===== config.mk =====
export PLATFORM = sky130hd
export DESIGN_NAME = wdr_watchdog_top
export DESIGN_NICKNAME = d
export VERILOG_FILES = /design/src/hdl/wdr_pkg.sv /design/src/hdl/wdr_sync.sv /design/src/hdl/wdr_cause_keeper.sv /design/src/hdl/wdr_watchdog_top.sv
export VERILOG_INCLUDE_DIRS = /design/src /design/src/hdl
export SDC_FILE = /design/constraint.sdc
export NUM_CORES = 1
export LEC_CHECK = 0
export ABC_CLOCK_PERIOD_IN_PS = 7150
export BUFFER_PORTS_ARGS = -buffer_cell sky130_fd_sc_hd__buf_2
export CELL_PAD_IN_SITES_DETAIL_PLACEMENT = 2
export CELL_PAD_IN_SITES_GLOBAL_PLACEMENT = 2
export CORE_MARGIN = 5
export CORE_UTILIZATION = 34
export DETAILED_ROUTE_END_ITERATION = 7
export PLACE_DENSITY = 0.95
export SETUP_SLACK_MARGIN = 0.4
export SLEW_MARGIN = 20
export SYNTH_ARGS = -nofsm -noshare
export SYNTH_HDL_FRONTEND = slang
export SYNTH_SLANG_ARGS = --single-unit

===== constraint.sdc =====
create_clock -name pclk -period 7.15 [get_ports pclk]
set_clock_uncertainty 0.2 [all_clocks]
set_input_delay 1.43 -clock pclk [delete_from_list [all_inputs] [get_ports pclk]]
set_output_delay 1.43 -clock pclk [all_outputs]
set_load 0.005 [all_outputs]

===== src/hdl/wdr_consts.svh =====
`ifndef WDR_CONSTS_SVH
`define WDR_CONSTS_SVH

// ==========================================================
// Register map: word indices, byte address is index times four.
`define WDR_ADDR_W        12
`define WDR_IDX_W         10
`define WDR_IDX_CTRL      10'h0f0
`define WDR_IDX_CAUSE     10'h0ef

// ==========================================================
// Control register key codes and fields.
`define WDR_KEY_RESTART   8'ha5
`define WDR_KEY_DISARM1   8'hde
`define WDR_KEY_DISARM2   8'had
`define WDR_KEY_LOCK      8'hff
`define WDR_PROG_BIT      7
`define WDR_IVL_W         3
`define WDR_IVL_RESET     3'h7
`define WDR_WIN_W         3
`define WDR_WIN_CYCLES    3'h4
`define WDR_WIN_LAST      3'h1

// ==========================================================
// Counter geometry.
`define WDR_CNT_W         21
`define WDR_CNT_ONE       21'h000001
`define WDR_CNT_ZERO      21'h000000
`define WDR_IVL_BASE_LOG2 6
`define WDR_SHAMT_W       5

// ==========================================================
// Reset cause bit positions and power-on value.
`define WDR_CAUSE_W       7
`define WDR_BIT_FLASH     6
`define WDR_BIT_CMP       5
`define WDR_BIT_SW        4
`define WDR_BIT_WDOG      3
`define WDR_BIT_MCD       2
`define WDR_BIT_POR       1
`define WDR_BIT_PIN       0
`define WDR_CAUSE_POR     7'h02
`define WDR_CAUSE_NONE    7'h00

`endif


===== src/hdl/wdr_pkg.sv =====
`default_nettype none
`include "wdr_consts.svh"

package wdr_pkg;

	// ==========================================================
	// Disable key sequence states.
	typedef enum logic [1:0] {
		WDR_SEQ_IDLE  = 2'b01,
		WDR_SEQ_ARMED = 2'b10
	} wdr_seq_t;

	typedef logic [`WDR_CAUSE_W-1:0] wdr_cause_t;

	// ==========================================================
	// Complete state of the watchdog top.
	typedef struct packed {
		logic [`WDR_CNT_W-1:0] cnt;
		logic                  run;
		logic                  locked;
		wdr_seq_t              seq;
		logic [`WDR_WIN_W-1:0] win;
		logic [`WDR_IVL_W-1:0] ivl;
		logic                  cmp_en;
		logic                  mcd_en;
		logic                  sup_en;
		logic                  rst_req;
		logic [31:0]           rdata;
	} wdr_main_state_t;

	// Complete state of the reset cause keeper.
	typedef struct packed {
		wdr_cause_t flags;
	} wdr_cause_state_t;

endpackage

`default_nettype wire


===== src/hdl/wdr_sync.sv =====
`timescale 1ns/1ns
`default_nettype none

// Two-stage synchroniser for levels that come from outside pclk.
module wdr_sync #(
	parameter int unsigned WIDTH   = 1,
	parameter logic        RST_VAL = 1'b0
) (
	// Clock and reset.
	input  wire logic             clk,
	input  wire logic             rst_n,
	// Asynchronous level in, synchronous level out.
	input  wire logic [WIDTH-1:0] async_in,
	output logic      [WIDTH-1:0] sync_out
);

	logic [1:0][WIDTH-1:0] stage_q;
	logic [1:0][WIDTH-1:0] stage_d;

	// The first stage feeds the second stage and nothing else.
	always_comb begin
		stage_d[0] = async_in;
		stage_d[1] = stage_q[0];
	end

	always_ff @(posedge clk or negedge rst_n) begin
		if (!rst_n) begin
			stage_q <= {(2*WIDTH){RST_VAL}};
		end else begin
			stage_q <= stage_d;
		end
	end

	assign sync_out = stage_q[1];

endmodule

`default_nettype wire


===== src/hdl/wdr_cause_keeper.sv =====
`timescale 1ns/1ns
`default_nettype none

// Holds the cause of the latest reset; cleared only by power-on.
module wdr_cause_keeper
	import wdr_pkg::*;
(
	// Clock and power-on reset.
	input  wire logic       clk,
	input  wire logic       por_rstn,
	// Reset events, one bit per cause, same clock.
	input  wire wdr_cause_t events,
	// Recorded cause.
	output wdr_cause_t      flags
);

	wdr_cause_state_t s_q;
	wdr_cause_state_t s_d;

	// A new event replaces the old record so only the latest cause shows.
	always_comb begin
		s_d = s_q;
		if (|events) begin
			s_d.flags = events;
		end
	end

	// Power-on marks the supply flag; the others are then cleared.
	always_ff @(posedge clk or negedge por_rstn) begin
		if (!por_rstn) begin
			s_q.flags <= `WDR_CAUSE_POR;
		end else begin
			s_q <= s_d;
		end
	end

	assign flags = s_q.flags;

endmodule

`default_nettype wire


===== src/hdl/wdr_watchdog_top.sv =====
// The register addresses and the APB slave port were decided locally.
`timescale 1ns/1ns
`default_nettype none

// What this block does
// - Counter overflow resets the whole chip.
// - Reset leaves watchdog running, longest interval.
// - Twenty-one bit counter on system clock.
// - Restart key enables and restarts count.
// - Disable needs second key within four cycles.
// - Lock key blocks disabling until reset.
// - Interval is four to three-plus-field cycles.
// - Control read returns interval, reset seven.
// - Watchdog reset never drives the reset pin.
// - Flash fault flag is read-only cause bit.
// - Comparator enable write, comparator cause read.
// - Software force write, software cause read.
// - Watchdog flag is read-only cause bit.
// - Missing clock enable write, its cause read.
// - Supply flag after power-on, enables monitor.
// - External pin flag is read-only cause bit.
// - Cause register at index ef, always visible.
module wdr_watchdog_top
	import wdr_pkg::*;
#(
	parameter int unsigned IVL_BASE_LOG2 = `WDR_IVL_BASE_LOG2
) (
	// Clock and resets.
	input  wire logic                   pclk,
	input  wire logic                   presetn,
	input  wire logic                   por_rstn,
	// APB slave.
	input  wire logic                   psel,
	input  wire logic                   penable,
	input  wire logic                   pwrite,
	input  wire logic [`WDR_ADDR_W-1:0] paddr,
	input  wire logic [31:0]            pwdata,
	input  wire logic [3:0]             pstrb,
	output logic      [31:0]            prdata,
	output logic                        pready,
	output logic                        pslverr,
	// Reset sources from the rest of the chip.
	input  wire logic                   reset_pin_n,
	input  wire logic                   comparator_out_n,
	input  wire logic                   clock_missing,
	input  wire logic                   supply_low,
	input  wire logic                   flash_fault,
	// Reset request and status.
	output logic                        sys_reset_req,
	output logic                        watchdog_running
);

	// ==========================================================
	// Parameter check.
	// The largest interval must still fit in the counter.
	if (IVL_BASE_LOG2 + 14 >= `WDR_CNT_W) begin : g_bad_base
		$error("IVL_BASE_LOG2 too large for the counter width");
	end

	// ==========================================================
	// Declarations.
	wdr_main_state_t            s_q;
	wdr_main_state_t            s_d;
	wdr_cause_t                 cause_flags;
	wdr_cause_t                 events;
	logic                       pin_n_sync;
	logic                       cmp_n_sync;
	logic                       mcd_sync;
	logic                       sup_sync;
	logic [`WDR_IDX_W-1:0]      word_idx;
	logic                       hit_ctrl;
	logic                       hit_cause;
	logic                       access;
	logic                       wr_ctrl;
	logic                       wr_cause;
	logic [7:0]                 wbyte;
	logic [`WDR_SHAMT_W-1:0]    shamt;
	logic [`WDR_CNT_W-1:0]      limit_m1;
	logic                       wdog_ovf;
	logic                       sw_force;

	// ==========================================================
	// Input synchronisers.
	// The pin synchroniser sits on the power-on reset so that it keeps
	// seeing the pin while the pin itself holds the system in reset.
	wdr_sync #(
		.WIDTH   (1),
		.RST_VAL (1'b1)
	) u_pin_sync (
		.clk      (pclk),
		.rst_n    (por_rstn),
		.async_in (reset_pin_n),
		.sync_out (pin_n_sync)
	);

	// The comparator output idles high, so its synchroniser resets high.
	wdr_sync #(
		.WIDTH   (1),
		.RST_VAL (1'b1)
	) u_cmp_sync (
		.clk      (pclk),
		.rst_n    (presetn),
		.async_in (comparator_out_n),
		.sync_out (cmp_n_sync)
	);

	// Missing clock and supply monitor alarms idle low.
	wdr_sync #(
		.WIDTH   (2),
		.RST_VAL (1'b0)
	) u_alarm_sync (
		.clk      (pclk),
		.rst_n    (presetn),
		.async_in ({clock_missing, supply_low}),
		.sync_out ({mcd_sync, sup_sync})
	);

	// ==========================================================
	// APB decode.
	// There is no register paging here, so the cause register answers at
	// the same address whatever else the system selects.
	assign word_idx  = paddr[`WDR_ADDR_W-1:2];
	assign hit_ctrl  = (word_idx == `WDR_IDX_CTRL);
	assign hit_cause = (word_idx == `WDR_IDX_CAUSE);
	assign access    = psel & penable;
	assign wbyte     = pwdata[7:0];

	// A write counts only with the low byte lane strobed; the registers
	// are eight bits wide and live in that lane.
	assign wr_ctrl  = access & pwrite & pstrb[0] & hit_ctrl;
	assign wr_cause = access & pwrite & pstrb[0] & hit_cause;

	// Zero wait states: read data is captured in the setup cycle.
	assign pready  = 1'b1;
	assign pslverr = access & ~(hit_ctrl | hit_cause);
	assign prdata  = s_q.rdata;

	// ==========================================================
	// Interval limit.
	// The interval is 4^(3+field) cycles, that is 2^(6+2*field). The
	// base exponent is a parameter so a simulation can shorten it.
	assign shamt    = `WDR_SHAMT_W'(IVL_BASE_LOG2) + {1'b0, s_q.ivl, 1'b0};
	assign limit_m1 = (`WDR_CNT_ONE << shamt) - `WDR_CNT_ONE;

	// ==========================================================
	// Reset cause record.
	// The event vector is formed at the end of the next-state process.
	// The cause record lives outside the system reset so it survives it.
	wdr_cause_keeper u_cause (
		.clk      (pclk),
		.por_rstn (por_rstn),
		.events   (events),
		.flags    (cause_flags)
	);

	// ==========================================================
	// Next state.
	always_comb begin
		s_d      = s_q;
		wdog_ovf = 1'b0;
		sw_force = 1'b0;

		// Counter advances every cycle while running.
		if (s_q.run) begin
			if (s_q.cnt >= limit_m1) begin
				wdog_ovf = 1'b1;
				s_d.cnt  = `WDR_CNT_ZERO;
			end else begin
				s_d.cnt = s_q.cnt + `WDR_CNT_ONE;
			end
		end

		// The disable window closes after its last cycle.
		if (s_q.seq == WDR_SEQ_ARMED) begin
			if (s_q.win == `WDR_WIN_LAST) begin
				s_d.seq = WDR_SEQ_IDLE;
				s_d.win = '0;
			end else begin
				s_d.win = s_q.win - `WDR_WIN_LAST;
			end
		end

		// Control register writes; any write ends a pending sequence
		// unless it is the first disable key itself.
		if (wr_ctrl) begin
			s_d.seq = WDR_SEQ_IDLE;
			s_d.win = '0;
			case (wbyte)
				`WDR_KEY_RESTART: begin
					s_d.run  = 1'b1;
					s_d.cnt  = `WDR_CNT_ZERO;
					wdog_ovf = 1'b0;
				end
				`WDR_KEY_DISARM1: begin
					s_d.seq = WDR_SEQ_ARMED;
					s_d.win = `WDR_WIN_CYCLES;
				end
				`WDR_KEY_DISARM2: begin
					// A late, unarmed or locked attempt is dropped silently.
					if (s_q.seq == WDR_SEQ_ARMED && !s_q.locked) begin
						s_d.run  = 1'b0;
						s_d.cnt  = `WDR_CNT_ZERO;
						wdog_ovf = 1'b0;
					end
				end
				`WDR_KEY_LOCK: begin
					s_d.locked = 1'b1;
				end
				default: begin
					// Only bytes with the top bit low program the interval.
					if (!wbyte[`WDR_PROG_BIT]) begin
						s_d.ivl = wbyte[`WDR_IVL_W-1:0];
					end
				end
			endcase
		end

		// Cause register writes: enables follow the written bits, and
		// the read-only flag positions take no write.
		if (wr_cause) begin
			s_d.cmp_en = wbyte[`WDR_BIT_CMP];
			s_d.mcd_en = wbyte[`WDR_BIT_MCD];
			s_d.sup_en = wbyte[`WDR_BIT_POR];
			sw_force   = wbyte[`WDR_BIT_SW];
		end

		// Reset events. The reset pin acts on the chip directly; it is only
		// recorded here and nothing in this block ever drives it. Forming the
		// vector here, after the overflow and force decisions, avoids a loop
		// between two combinational processes.
		events                 = `WDR_CAUSE_NONE;
		events[`WDR_BIT_FLASH] = flash_fault;
		events[`WDR_BIT_CMP]   = s_q.cmp_en & ~cmp_n_sync;
		events[`WDR_BIT_SW]    = sw_force;
		events[`WDR_BIT_WDOG]  = wdog_ovf;
		events[`WDR_BIT_MCD]   = s_q.mcd_en & mcd_sync;
		events[`WDR_BIT_POR]   = s_q.sup_en & sup_sync;
		events[`WDR_BIT_PIN]   = ~pin_n_sync;

		// Every cause except the pin asks for a system reset, one cycle
		// later and for as long as its event lasts; the reset controller stretches it as it needs.
		s_d.rst_req = |(events & ~(`WDR_CAUSE_NONE | (`WDR_CAUSE_W'(1) << `WDR_BIT_PIN)));

		// Read data is captured in the setup cycle of a read.
		if (psel && !penable && !pwrite) begin
			if (hit_ctrl) begin
				s_d.rdata = {29'h0000000, s_q.ivl};
			end else if (hit_cause) begin
				s_d.rdata = {25'h0000000, cause_flags};
			end else begin
				s_d.rdata = 32'h00000000;
			end
		end
	end

	// ==========================================================
	// State register.
	// After any system reset the watchdog runs with the longest interval.
	always_ff @(posedge pclk or negedge presetn) begin
		if (!presetn) begin
			s_q.cnt     <= `WDR_CNT_ZERO;
			s_q.run     <= 1'b1;
			s_q.locked  <= 1'b0;
			s_q.seq     <= WDR_SEQ_IDLE;
			s_q.win     <= '0;
			s_q.ivl     <= `WDR_IVL_RESET;
			s_q.cmp_en  <= 1'b0;
			s_q.mcd_en  <= 1'b0;
			s_q.sup_en  <= 1'b0;
			s_q.rst_req <= 1'b0;
			s_q.rdata   <= 32'h00000000;
		end else begin
			s_q <= s_d;
		end
	end

	// ==========================================================
	// Outputs.
	assign sys_reset_req    = s_q.rst_req;
	assign watchdog_running = s_q.run;

endmodule

`default_nettype wire


After elaboration in Yosys (flattened, before gate mapping)
Index checks and enable logic that the tools add are counted.
{"block": "classes", "muxes": 20, "shift": 1, "reduce_logical": 16, "n_eq_ne": 9, "n_lt_le_gt_ge": 1, "bitwise": 15, "n_addsub": 4}
{"operator": "one-hot mux 22 bit (2 select lines)", "count": 1}
{"operator": "2-to-1 mux 21 bit", "count": 2}
{"operator": "equality test 8 bit (second input constant)", "count": 4}
{"operator": "2-to-1 mux 31 bit", "count": 1}
{"operator": "2-to-1 mux 22 bit", "count": 1}
{"operator": "adder 21 x 1 -> 21 bit (second input constant)", "count": 1}
{"operator": "greater-or-equal comparator 21 bit", "count": 1}
{"operator": "left shift 1 x 5 -> 21 bit (first input constant)", "count": 1}
{"operator": "subtractor 21 x 1 -> 21 bit (second input constant)", "count": 1}
{"operator": "equality test 10 x 8 -> 1 bit (second input constant)", "count": 2}
{"operator": "2-to-1 mux 7 bit", "count": 2}
{"operator": "2-to-1 mux 5 bit", "count": 2}
{"operator": "bitwise AND 1 bit", "count": 9}
{"operator": "2-to-1 mux 3 bit", "count": 3}
{"operator": "OR reduction 7 bit", "count": 1}
{"operator": "2-to-1 mux 1 bit", "count": 6}
{"operator": "AND reduction 3 bit", "count": 2}
{"operator": "nonzero test 2 bit", "count": 3}
{"operator": "OR reduction 6 bit", "count": 1}
{"operator": "adder 3 x 4 -> 5 bit (first input constant)", "count": 1}
{"operator": "inverter 1 bit", "count": 5}
{"operator": "AND reduction 2 bit", "count": 2}
{"operator": "OR reduction 4 bit", "count": 1}
{"operator": "equality test 3 x 1 -> 1 bit (second input constant)", "count": 1}
{"operator": "8 further kinds", "count": 12}
{"block": "word_totals", "elab_cells": 84, "regBits": 82, "out_inout_bits": 36, "input_bits": 59}

Depth between registers and ports, before layout
{"block": "depth", "word_depth": 10, "mapped_depth": 11, "depth_no_buf": 10}

Cells and area by module
From an unflattened synthesis, not the netlist that was laid out.
{"block": "hier_totals", "cells_unflattened": 356, "area_unflattened_um2": 3407.0}
{"mod": "wdr_watchdog_top", "seq_area_each_um2": 1057.3, "area_per_inst_um2": 2901.5, "cells_per_inst": 323, "instances": 1}
{"mod": "wdr_cause_keeper", "seq_area_each_um2": 176.4, "area_per_inst_um2": 300.3, "cells_per_inst": 25, "instances": 1}
{"mod": "wdr_sync (u_cmp_sync ...)", "seq_area_each_um2": 52.6, "area_per_inst_um2": 52.6, "cells_per_inst": 2, "instances": 2}
{"mod": "wdr_sync (u_alarm_sync)", "seq_area_each_um2": 100.1, "area_per_inst_um2": 100.1, "cells_per_inst": 4, "instances": 1}

Worst setup path after synthesis
OpenSTA, ideal clock, no wires.
{"block": "synth_path", "path_type": "input -> output", "start": "input port paddr[10]", "end": "output port pslverr", "path_buffers": 1, "path_stages": 4, "required_time_ns": 5.520, "arrival_ns": 2.160, "path_slack_ns": 3.360, "cell_sequence": "and4bb_2 -> and4b_1 -> buf_4 -> nor3_1"}
{"block": "synth_between", "elab_chain_len": 4, "elab_cells_between_ends": 5, "cone_classes": "eq/ne: 2; bitwise: 3"}
{"element": "start, declared", "line_no": "wdr_watchdog_top.sv:36", "text": "input wire logic [`WDR_ADDR_W-1:0] paddr,"}
{"element": "equality test 10 x 8 -> 1 bit (no source line)"}
{"element": "OR 1 bit (*)", "line_no": "wdr_watchdog_top.sv:135", "text": "assign pslverr = access & ~(hit_ctrl | hit_cause);"}
{"element": "inverter 1 bit (*)", "line_no": "wdr_watchdog_top.sv:135"}
{"element": "bitwise AND 1 bit (*)", "line_no": "wdr_watchdog_top.sv:135"}
{"element": "end, declared", "line_no": "wdr_watchdog_top.sv:41", "text": "output logic pslverr,"}
Mark *: on every way between the ends. The rest lies on a longest branch, timed or not.

Worst setup path in the final report
{"block": "layout_path", "start": "input port paddr[3]", "end": "output port pslverr"}
The elaborated chain is that of the path after synthesis.

==> impl_summary.md <==
Status
The flow ran to the end, and the final reports show no timing, DRC or antenna violations.

Clock tree
The clock tree from TritonCTS is done. The clock passes through at most 2 buffers. Buffers inserted during clock tree synthesis total 9. Clock-pin slew was measured on the worst setup and hold paths at 0.07 ns. Clock tree synthesis selected as its root buffer the cell sky130_fd_sc_hd__clkbuf_8. The number of gates resized after CTS is 0. After clock tree synthesis, the setup repair step added 0 buffers. The insertion delay of the later-clocked pin in the worst-skew pair is 0.36 ns. The deepest level of the CTS H-tree is 3. Buffers inserted to repair hold after CTS numbered 0.

The clock sink count is 57.

Final layout
The count of cells in the finished layout, fillers not included, comes to 521. The relative area change from synthesis to final layout is 10.45%. Counting the fill cells in the layout gives 1,122. Once layout is done, the placed cells without fillers occupy 0.003715 mm². For this run, the share of the core covered by cells in the final layout is 0.3818. The sequential cell area in the final layout is 0.001439 mm². The number of antenna diodes in the final layout is 0. Of the cells placed in the final design, the portion with a size suffix greater than 1 is 0.2036. The area of combinational cells with multiple inputs is 0.001674 mm². The net count of the finished layout is 464.

Placed design
Once placement finished, the instance area stood at 0.003535 mm². After legalization and detailed placement, the total HPWL measured 7205 µm. The instance count after placement with tap cells included is 505. The count of buffers added on input and output ports is 39.

Before CTS, the worst setup slack after placement is 3.075 ns. The congestion estimate from routability-driven global placement came to 0.8126.

STA
At the pin with the least slew margin, the transition time is 0.6834 ns. The relative max-transition margin is 0.5444. The number of failing setup endpoints in the final timing report is 0. The part of the cycle the worst path needs is 0.5775.

The tightest hold path in the finished design has a slack of 0.1567 ns. Setup repair after global routing left no endpoint under its margin. Once routing completed, OpenROAD measured the worst setup slack at 3.021 ns. The maximum achievable frequency is 0.2422 GHz. The final-report max-slew violation count is 0. The worst path in the final design needs a cycle of 4.129 ns, including I/O delays and setup. The count of endpoints failing hold in the final timing report is 0. Summed over all failing endpoints, the final setup total negative slack is 0 ns.

Logic synthesis
The number of enable flip-flop cells after synthesis is 0. The share of synthesized area in the top cell type comes to 0.3497. The async set-reset flop share out of synthesis is 1.000. In this run the mean area of a mapped cell was 9.637 µm². The largest total area in the synthesized netlist belongs to sky130_fd_sc_hd__dfrtp_1. The primary flip-flop cell chosen by synthesis mapping is sky130_fd_sc_hd__dfrtp_1. The cell count after synthesis is 349.

The flip-flop and latch count after synthesis is 57. The area of the mapped netlist is 0.003363 mm². Ranked by total cell area, the synthesized netlist is headed by sky130_fd_sc_hd__dfrtp_1 (35%), sky130_fd_sc_hd__ha_1 (8.2%), sky130_fd_sc_hd__buf_4 (7.8%). The register area share after synthesis is 0.4278. The synthesis warning total is 0. Yosys mapped the design onto 53 distinct sky130hd cell types.

Floorplanning
During I/O placement, the number of pins put on the boundary was 95. The die outline area is 0.01198 mm². The region available for standard cell placement spans 0.009729 mm².

The die is 109.5 µm wide. Row generation in the floorplan step produced 36 rows. The starting density of the core is 0.3457.

The die outline height is 109.5 µm.

Setup path
STA classifies the critical path startpoint as a primary input. For the worst setup path, the data arrival time is 2.50 ns. The launch instance of the worst register-to-register path is s_q[38]. The data required time of the worst path is 5.52 ns.

The worst register-to-register path has a depth of 9. STA classifies the critical path endpoint as an output pin. The endpoint identified for the worst register-to-register timing path is s_q[57].

The worst register-to-register path has a setup slack of 3.46 ns. The worst-path maximum fanout is 7. The startpoint-to-endpoint class of the critical path is primary input to output pin.

Detailed routing
The DRC violation total after the first TritonRoute iteration is 87. The average via count per standard cell is 5.180. The wire length per cell after detailed routing is 19.97 µm. The final antenna-violating net count is 0. The routed wire length is 10,400 µm. The routed layout has 2,699 vias. The number of remaining DRC errors is 0. The total iterations of the first detailed-routing run is 4.

Power
The worst-case IR drop observed on VDD is 0.1343 mV. The static leakage is 1.595 nW. After layout, the design draws a total of 0.6864 mW. In this run the power density over the cells is 184.8 mW/mm².

GRT
The via count of the first global-routing pass is 3,226. Global routing finished with a remaining overflow of 0. The largest net degree at the start of global routing is 49. The total track usage is 0.1872. The number of antenna violations at the first check in global routing came to 0. The first global-routing pass estimated 16,980 µm of wire.

Min path
The worst hold path was traced through 0 stages. The worst hold path terminates at u_alarm_sync.sync_out[1]. In this run the most critical hold path is launched from u_alarm_sync.stage_d[3]. The path type of the worst min-delay path is register to register.

Flow run
Max-cap violations in this run came to 0.
-- layout make-up --
class | count | area share
Multi-Input combinational cell | 261 | 0.4507
Sequential cell | 57 | 0.3873
Timing Repair Buffer | 40 | 0.05524
Tap cell | 133 | 0.04480
Clock buffer | 9 | 0.03334
Clock inverter | 7 | 0.01448
Inverter | 14 | 0.01415
-- synth_stat cells, types with 7 or more instances --
cell type,n
sky130_fd_sc_hd__a21oi_1,15
sky130_fd_sc_hd__buf_4,35
sky130_fd_sc_hd__clkbuf_1,7
sky130_fd_sc_hd__dfrtp_1,47
sky130_fd_sc_hd__dfstp_2,10
sky130_fd_sc_hd__ha_1,22
sky130_fd_sc_hd__inv_1,14
sky130_fd_sc_hd__nand2_1,21
sky130_fd_sc_hd__nand2b_1,14
sky130_fd_sc_hd__nand3_1,20
sky130_fd_sc_hd__nand4_1,9
sky130_fd_sc_hd__nor2_1,22
sky130_fd_sc_hd__nor3_1,20
sky130_fd_sc_hd__o21ai_0,9
sky130_fd_sc_hd__xnor2_1,9
sky130_fd_sc_hd__xor2_1,7
-- critical path, stage by stage --
cell and delay [ns]:
sky130_fd_sc_hd__buf_2 0.10, sky130_fd_sc_hd__nor4b_1 0.31, sky130_fd_sc_hd__and4b_1 0.42, sky130_fd_sc_hd__nor3_1 0.09
sky130_fd_sc_hd__buf_2 0.14
-- kinds of logic after synthesis --
kind of cell | count (synthesis) | share of synthesized area
other cells | 2 | 0.002233
simple gates | 135 | 0.2199
fa+ha+maj | 22 | 0.08184
compound gates | 52 | 0.09896
mux | 7 | 0.02306
xor+xnor | 16 | 0.04167
flops | 57 | 0.4278
buf+inv | 58 | 0.1045
-- layout by cell type (no fill, tap or decap), types with 9 or more instances in the layout --
cell type / netlist / routed
sky130_fd_sc_hd__dfrtp_1: 47 / 47
sky130_fd_sc_hd__nand4_1: 9 / 9
sky130_fd_sc_hd__nand2b_1: 14 / 14
sky130_fd_sc_hd__o21ai_0: 9 / 9
sky130_fd_sc_hd__dfstp_2: 10 / 10
sky130_fd_sc_hd__nand2_1: 21 / 21
sky130_fd_sc_hd__nor2_1: 22 / 22
sky130_fd_sc_hd__a21oi_1: 15 / 15
sky130_fd_sc_hd__buf_2: 2 / 38
sky130_fd_sc_hd__nor3_1: 20 / 20
sky130_fd_sc_hd__inv_1: 14 / 14
sky130_fd_sc_hd__xnor2_1: 9 / 9
sky130_fd_sc_hd__nand3_1: 20 / 20
sky130_fd_sc_hd__conb_1: 2 / 29
sky130_fd_sc_hd__clkbuf_8: 0 / 9
sky130_fd_sc_hd__ha_1: 22 / 22
-- sequential cells by signal, summed over array words and instances (netlist names) --
signal	cells
s_q	33
prdata	7
u_cause.flags	7
u_alarm_sync.stage_d	2
u_alarm_sync.sync_out	2
sys_reset_req	1
u_cmp_sync.stage_d	1
u_cmp_sync.sync_out	1
u_pin_sync.stage_d	1
u_pin_sync.sync_out	1
watchdog_running	1
-- worst max path at each step --
| stage | start | endpoint | slack [ns] | depth (start not counted) |
|---|---|---|---|---|
| 6_report | paddr[3] | pslverr | 3.02 | 5 |
| 5_1_grt | paddr[3] | pslverr | 2.91 | 5 |
| 4_1_cts | paddr[3] | pslverr | 3.02 | 5 |
| 3_5_place_dp | paddr[3] | pslverr | 3.07 | 5 |
| 2_1_floorplan | paddr[10] | pslverr | 3.36 | 4 |
| 3_3_place_gp | paddr[3] | pslverr | 3.03 | 5 |
-- where the power goes --
group / leakage, nW / switching (mW) / total, mW / internal (mW)
sequential: 0.626 / 0.00843 / 0.345 / 0.336
combinational: 0.887 / 0.0364 / 0.0588 / 0.0224
clock: 0.0822 / 0.155 / 0.283 / 0.128
-- metal layers --
layer,part of all wire,track usage
met1,0.39,0.2064
met2,0.55,0.3492
met3,0.034,0.03876
met4,0.024,0.07213
met5,0,0
Power figures use the tool's default switching activity.
